<file path="config.mk">
export PLATFORM = sky130hd
export DESIGN_NAME = sram_ctrl
export DESIGN_NICKNAME = d
export VERILOG_FILES = /design/src/sync2.v /design/src/sram_ctrl.v
export VERILOG_INCLUDE_DIRS = /design/src /design/src/src
export SDC_FILE = /design/constraint.sdc
export NUM_CORES = 1
export LEC_CHECK = 0
export BUFFER_PORTS_ARGS = -buffer_cell sky130_fd_sc_hd__buf_2
export CORE_MARGIN = 8
export CORE_UTILIZATION = 54
export CTS_CLUSTER_SIZE = 25
export DETAILED_ROUTE_END_ITERATION = 8
export PLACE_DENSITY_LB_ADDON = 0.15
export SETUP_SLACK_MARGIN = 0.5
export SKIP_CTS_REPAIR_TIMING = 1
export SYNTH_ARGS = -nofsm -noshare
export SYNTH_HDL_FRONTEND = slang
export SYNTH_SLANG_ARGS = --single-unit
</file>
<file path="constraint.sdc">
create_clock -name sys_clk_i -period 8.02 [get_ports sys_clk_i]
set_clock_uncertainty 0.15 [all_clocks]
set_input_delay 1.604 -clock sys_clk_i [delete_from_list [all_inputs] [get_ports sys_clk_i]]
set_output_delay 1.604 -clock sys_clk_i [all_outputs]
set_load 0.02 [all_outputs]
</file>
<file path="src/sram_ctrl_defines.vh">
// Timing and width constants for the asynchronous static memory controller
`ifndef SRAM_CTRL_DEFINES_VH
`define SRAM_CTRL_DEFINES_VH
`define SYS_CLK_PERIOD_NS     20
`define ADDR_W                18
`define DATA_W                16
// Device timing figures in ns (slowest speed grade)
`define T_ADDR_SETUP_NS       0
`define T_WRITE_PULSE_NS      12
`define T_WRITE_DATA_SETUP_NS 8
`define T_WRITE_STROBE_TO_FLOAT_NS 8
`define T_ACCESS_NS           15
`define T_OE_FLOAT_NS         8
// Cycle counts: least times round up, never below one
`define CYC_CEIL(t) (((((t) + `SYS_CLK_PERIOD_NS - 1) / `SYS_CLK_PERIOD_NS) < 1) ? 1 : \
  (((t) + `SYS_CLK_PERIOD_NS - 1) / `SYS_CLK_PERIOD_NS))
`define WRITE_PULSE_CYC  `CYC_CEIL(`T_WRITE_PULSE_NS + `T_WRITE_DATA_SETUP_NS + \
  `T_WRITE_STROBE_TO_FLOAT_NS)
`define READ_ACCESS_CYC  `CYC_CEIL(`T_ACCESS_NS)
`define FLOAT_CYC        `CYC_CEIL(`T_OE_FLOAT_NS)
`define CNT_W            4
// State codes
`define ST_IDLE    3'h0
`define ST_RD      3'h1
`define ST_WR_SET  3'h2
`define ST_WR      3'h3
`define ST_WR_END  3'h4
`define ST_FLOAT   3'h5
`endif

</file>
<file path="src/sync2.v">
// Two-flop synchroniser for a vector of pin inputs
`timescale 1ns/1ns
`default_nettype none
module sync2 #(
  parameter W = 1
) (
  input  wire         sys_clk_i,
  input  wire         rst_i,
  input  wire [W-1:0] d_i,
  output wire [W-1:0] q_o
);
  reg [W-1:0] meta_r;
  reg [W-1:0] q_r;
  always @(posedge sys_clk_i or posedge rst_i) begin
    if (rst_i) begin
      meta_r <= {W{1'b0}};
      q_r    <= {W{1'b0}};
    end else begin
      meta_r <= d_i;
      q_r    <= meta_r;
    end
  end
  assign q_o = q_r;
endmodule // sync2
`default_nettype wire

</file>
<file path="src/sram_ctrl.v">
// Controller driving an asynchronous 16-bit static memory with correction flag
// Function
// - Write happens only while write, chip and a byte select overlap low.
// - Write starts when all strobes low; first rising strobe ends it.
// - Data setup and hold are kept around the strobe that ends write.
// - Write enable is held high during every read cycle.
// - Address is valid before chip select falls on a read.
// - Write pulse lasts at least data setup plus strobe-to-float time.
// - Controller never drives data while the memory may still drive it.
`timescale 1ns/1ns
`default_nettype none
`include "sram_ctrl_defines.vh"
module sram_ctrl #(
  parameter HAS_FLAG = 1
) (
  input  wire                 sys_clk_i,
  input  wire                 rst_i,
  input  wire                 req_valid_i,
  output wire                 req_ready_o,
  input  wire                 req_write_i,
  input  wire [`ADDR_W-1:0]   req_addr_i,
  input  wire [`DATA_W-1:0]   req_wdata_i,
  input  wire [1:0]           req_be_i,
  output wire                 rsp_valid_o,
  output wire [`DATA_W-1:0]   rsp_rdata_o,
  output wire                 rsp_corrected_o,
  output wire [`ADDR_W-1:0]   mem_addr_o,
  output wire                 mem_chip_sel_n_o,
  output wire                 mem_out_en_n_o,
  output wire                 mem_wr_en_n_o,
  output wire                 lower_byte_select_n_o,
  output wire                 upper_byte_select_n_o,
  input  wire [`DATA_W-1:0]   mem_data_i,
  output wire [`DATA_W-1:0]   mem_data_o,
  output wire [1:0]           mem_data_oe_o,
  input  wire                 mem_corr_flag_i
);
  reg  [2:0]          state_r;
  reg  [2:0]          state_nxt;
  reg  [`CNT_W-1:0]   cnt_r;
  reg  [`CNT_W-1:0]   cnt_nxt;
  reg  [`ADDR_W-1:0]  addr_r;
  reg  [`DATA_W-1:0]  wdata_r;
  reg  [1:0]          be_r;
  reg                 cs_n_r;
  reg                 oe_n_r;
  reg                 we_n_r;
  reg  [1:0]          bsel_n_r;
  reg  [1:0]          doe_r;
  reg                 rsp_valid_r;
  reg  [`DATA_W-1:0]  rdata_r;
  reg                 corr_r;
  wire [`DATA_W-1:0]  data_sync;
  wire                flag_sync;
  wire                take;
  wire [`DATA_W-1:0]  lane_mask;
  wire [`CNT_W-1:0]   wr_load;
  wire [`CNT_W-1:0]   rd_load;
  wire [`CNT_W-1:0]   flt_load;

  // Counter loads are worked out wide and cut to the counter width on purpose
  localparam [31:0] WR_LOAD_W  = `WRITE_PULSE_CYC;
  // Two extra cycles cover the resampling flops on the read data
  localparam [31:0] RD_LOAD_W  = `READ_ACCESS_CYC + 2;
  localparam [31:0] FLT_LOAD_W = `FLOAT_CYC;
  assign wr_load  = WR_LOAD_W[`CNT_W-1:0];
  assign rd_load  = RD_LOAD_W[`CNT_W-1:0];
  assign flt_load = FLT_LOAD_W[`CNT_W-1:0];

  // Read data and flag come from another timing domain; resample before use
  // The bus holds still for the whole access, so per-bit resampling cannot tear a word
  sync2 #(.W(`DATA_W + 1)) u_sync (
    .sys_clk_i (sys_clk_i),
    .rst_i     (rst_i),
    .d_i       ({mem_corr_flag_i, mem_data_i}),
    .q_o       ({flag_sync, data_sync})
  );

  // Only one access in flight; a request while busy is simply not taken
  assign req_ready_o = (state_r == `ST_IDLE);
  assign take        = req_valid_i && req_ready_o && (req_be_i != 2'h0);

  // One mask slice per byte lane; an unselected lane reads back as zero
  genvar lane;
  generate
    for (lane = 0; lane < 2; lane = lane + 1) begin : g_lane
      assign lane_mask[lane*8 +: 8] = {8{be_r[lane]}};
    end
  endgenerate

  always @* begin
    state_nxt = state_r;
    cnt_nxt   = cnt_r;
    case (state_r)
      `ST_IDLE: begin
        if (take) begin
          state_nxt = req_write_i ? `ST_WR_SET : `ST_RD;
          cnt_nxt   = req_write_i ? wr_load : rd_load;
        end
      end
      `ST_RD: begin
        if (cnt_r == {`CNT_W{1'b0}}) begin
          // Memory may still drive the lanes for its turn-off time after a read
          state_nxt = `ST_FLOAT;
          cnt_nxt   = flt_load;
        end else begin
          cnt_nxt = cnt_r - 1'b1;
        end
      end
      // One setup cycle: selects and data settle before the write strobe falls
      `ST_WR_SET: state_nxt = `ST_WR;
      `ST_WR: begin
        if (cnt_r == {`CNT_W{1'b0}}) begin
          state_nxt = `ST_WR_END;
        end else begin
          cnt_nxt = cnt_r - 1'b1;
        end
      end
      `ST_WR_END: state_nxt = `ST_IDLE;
      `ST_FLOAT: begin
        if (cnt_r == {`CNT_W{1'b0}}) begin
          state_nxt = `ST_IDLE;
        end else begin
          cnt_nxt = cnt_r - 1'b1;
        end
      end
      default: state_nxt = `ST_IDLE;
    endcase
  end

  always @(posedge sys_clk_i or posedge rst_i) begin
    if (rst_i) begin
      state_r     <= `ST_IDLE;
      cnt_r       <= {`CNT_W{1'b0}};
      addr_r      <= {`ADDR_W{1'b0}};
      wdata_r     <= {`DATA_W{1'b0}};
      be_r        <= 2'h0;
      cs_n_r      <= 1'b1;
      oe_n_r      <= 1'b1;
      we_n_r      <= 1'b1;
      bsel_n_r    <= 2'h3;
      doe_r       <= 2'h0;
      rsp_valid_r <= 1'b0;
      rdata_r     <= {`DATA_W{1'b0}};
      corr_r      <= 1'b0;
    end else begin
      state_r     <= state_nxt;
      cnt_r       <= cnt_nxt;
      rsp_valid_r <= 1'b0;
      case (state_r)
        `ST_IDLE: begin
          if (take) begin
            // Request is copied so the pins hold still while the caller moves on
            // Address settles before any strobe falls
            addr_r  <= req_addr_i;
            wdata_r <= req_wdata_i;
            be_r    <= req_be_i;
          end
        end
        `ST_RD: begin
          cs_n_r   <= 1'b0;
          we_n_r   <= 1'b1;
          oe_n_r   <= 1'b0;
          bsel_n_r <= ~be_r;
          if (cnt_r == {`CNT_W{1'b0}}) begin
            rdata_r     <= data_sync & lane_mask;
            // Flag is sampled only while a read is active, so float is never seen
            corr_r      <= (HAS_FLAG != 0) ? flag_sync : 1'b0;
            rsp_valid_r <= 1'b1;
            // Strobes rise together so the lanes float before the next access
            cs_n_r      <= 1'b1;
            oe_n_r      <= 1'b1;
            bsel_n_r    <= 2'h3;
          end
        end
        `ST_WR_SET: begin
          // Output enable stays high so the memory never drives during a write
          oe_n_r   <= 1'b1;
          cs_n_r   <= 1'b0;
          bsel_n_r <= ~be_r;
          doe_r    <= be_r;
        end
        `ST_WR: begin
          we_n_r <= 1'b0;
          if (cnt_r == {`CNT_W{1'b0}}) begin
            we_n_r <= 1'b1;
          end
        end
        `ST_WR_END: begin
          // Data held one cycle past the rising write strobe
          cs_n_r   <= 1'b1;
          bsel_n_r <= 2'h3;
          doe_r    <= 2'h0;
        end
        default: begin
          // Float wait and any stray code drive chip select, output enable and write enable high; byte selects are left as they are
          cs_n_r <= 1'b1;
          oe_n_r <= 1'b1;
          we_n_r <= 1'b1;
        end
      endcase
    end
  end

  assign mem_addr_o            = addr_r;
  assign mem_chip_sel_n_o      = cs_n_r;
  assign mem_out_en_n_o        = oe_n_r;
  assign mem_wr_en_n_o         = we_n_r;
  assign lower_byte_select_n_o = bsel_n_r[0];
  assign upper_byte_select_n_o = bsel_n_r[1];
  assign mem_data_o            = wdata_r;
  assign mem_data_oe_o         = doe_r;
  assign rsp_valid_o           = rsp_valid_r;
  assign rsp_rdata_o           = rdata_r;
  assign rsp_corrected_o       = corr_r;
endmodule // sram_ctrl
`default_nettype wire

</file>
==> reports/results.txt <==
Ports - 117
number of flops mapped to enable cells by yosys - 0
ANT nets after route - 0
routability cong. - 0.7376
Placement Setup Slack - 4.484 ns
CTS tree - done
worst slew pin tran - 1.126 ns
CTS sink cnt - 102
drt drc - 0
Vias - 2432
commonest cells in the netlist - dfrtp_1, nand2_1, mux2_2
leading area contributor after synthesis - dfrtp_1
Area growth syn-to-layout - 20.57%
Post-Synth Simple-Gate Area - 0.08236
max_slew headroom - 0.2490
final setup margin - 4.666 ns
XOR/XNOR share of the synthesized area - 0.002334
Post-Route WL - 7648 um
first-pass GRT wire length - 12400 um
Area contributors post-synth - dfrtp_1, mux2_2, nand2_1
Starting Density - 0.5554
router iterations before antenna repair - 4
pin count of the biggest net entering global routing - 63
outcome - complete, no violations
RSZ-0062 raised after global routing - false
Setup CP Type - flop to primary output
YS warnings - 0
flop and latch count out of synthesis - 102
Max Fclk - 298.1 MHz
Syn Nets - 339
Final Cell Area - 4524 um^2
worst hold-check path type - flop to flop
PortBufs - 116
Final Max Slew Viols - 0
# setup viols final - 0
Synth Area in Adders - 0.006669
CP endpoint kind - primary output
sequential fraction of the synthesis area - 0.6819
ANT cells - 0
Worst Path Arrival - 1.60 ns
Placed Area - 4349 um^2
dominant synthesized flop cell - dfrtp_1
asr flop ratio synth - 1.000
Root Driver - clkbuf_8
P_leak - 2.236 nW
layout cells sized above 1 - 0.4495
die area - 9872 um^2
H-tree depth - 3
core area - 6756 um^2
DP HPWL - 5493 um
final worst path period need - 3.354 ns
Rows - 30
Synth top area share - 0.6469
nets - 450
hold slack - 0.2054 ns
PwrDens - 405.4 nW/um^2
main combinational cell family by area after synthesis - multiplexers
mux share of post-synthesis cell area - 0.1117
Synth Cell Area - 3752 um^2
count leader, synth - dfrtp_1
Unique masters post-synth - 38
syn_area_per_cell - 13.40 um^2
worst skew pair latency - 0.36 ns
vias per cell - 5.109
final hold vios - 0
CP Max Fanout - 27
Overflow after GRT - 0
startpoint type of the worst setup path - flop
CTS Buf Count - 9
Worst-path clk slew - 0.09 ns
All-Layer GR Usage - 0.1596
Initial DRC Count - 65
Setup TNS Final - 0 ns
Die Y - 99.36 um
vias in the first global route - 2513
number of antenna violations at the first check in global routing - 0
clk buf depth - 2
die width - 99.36 um
Critical Path RT - 6.27 ns
max_cap viols - 0
Synth Area in Compound Gates - 0.08103
Gate Count Post-Synth - 280
Peak VDD IR - 0.1971 mV
detailed-route wire length per cell - 16.07 um
Final Cycle Share - 0.4182
-- power by group --
group | internal (W) | switching, W | total, W
Sequential | 0.000694 | 0.000138 | 0.000832
Combinational | 0.000304 | 0.000407 | 0.000711
Clock | 0.000123 | 0.000169 | 0.000292
-- worst paths after layout --
| check | from | cells past startpoint | endpoint | slack, ns |
|---|---|---|---|---|
| hold / removal | u_sync.meta_r[3] | 0 | u_sync.q_o[3] | 0.21 |
| setup / recovery | state_r[1] | 2 | req_ready_o | 4.67 |
| setup reg to reg | cnt_r[0] | 5 | rsp_corrected_o | 5.34 |
| max in group asynchronous | rst_i | 3 | rsp_rdata_o[2] | 5.47 |
| hold reg to reg | u_sync.meta_r[3] | 0 | u_sync.q_o[3] | 0.21 |
| min in group asynchronous | rst_i | 2 | mem_data_o[11] | 1.11 |
-- through the flow --
stage / power, W / utilization / std cells
after floorplan: 0.001333 / - / 280
after global placement: 0.001536 / 0.6437 / 460
after detailed placement: 0.001566 / 0.6437 / 460
after CTS: 0.001858 / 0.6696 / 476
after global routing: 0.001956 / 0.6696 / 476
final: 0.001834 / 0.6696 / 476
-- flip-flops by register name, indices dropped and copies added, names as in the netlist, 2 cells and up --
signal and count:
state_r 3, mem_data_o 16, cnt_r 4, u_sync.meta_r 17, bsel_n_r 2, u_sync.q_o 17, mem_data_oe_o 2, mem_addr_o 18
be_r 2, rsp_rdata_o 16
-- layer usage --
metal  vias up  routed length [um]  part of all wire  GRT usage
li1       1178                   -                 -          -
met1      1196                3012              0.39     0.1877
met2        48                4180              0.55     0.2691
met3        10                 344             0.045    0.04399
met4         0                 110             0.014    0.06636
met5         -                   0                 0          0
-- cell families after synthesis --
logic type,count (synthesis)
fa+ha+maj,2
simple gates,66
flops,102
xor+xnor,1
mux,37
compound gates,48
buf+inv,24
-- critical path, cell delays in order (launching register included) --
cell,delay [ns]
dfrtp_1,0.66
nor3_2,0.36
buf_2,0.22
-- layout by cell type, fill, tap and decap left out, drive strengths merged --
cell and count:
a21bo 1, a21o 1, a21oi 7, a221o 1
a22o 4, a31o 1, a32oi 1, and3 2
buf 117, clkbuf 12, clkinv 2, clkinvlp 1
dfrtp 97, dfstp 5, ha 2, inv 8
mux2 36, mux2i 1, nand2 36, nand2b 5
nor2 10, nor2b 1, nor3 4, nor3b 2
nor4 2, nor4b 1, o21a 1, o21ai 25
o22a 3, o32a 3, or3 1, or3b 1
or4 1, xor2 1
-- area by class of cell --
type | count | area, um^2
clock buffers | 12 | 145.1
clock inverters | 4 | 30.03
fillers | 534 | 2232
inverters | 7 | 28.78
multi-input cells | 154 | 1074
flip-flops and latches | 102 | 2559
well taps | 80 | 100.1
repair buffers | 117 | 588.1
Note: power is estimated with default switching activity, not from simulation.
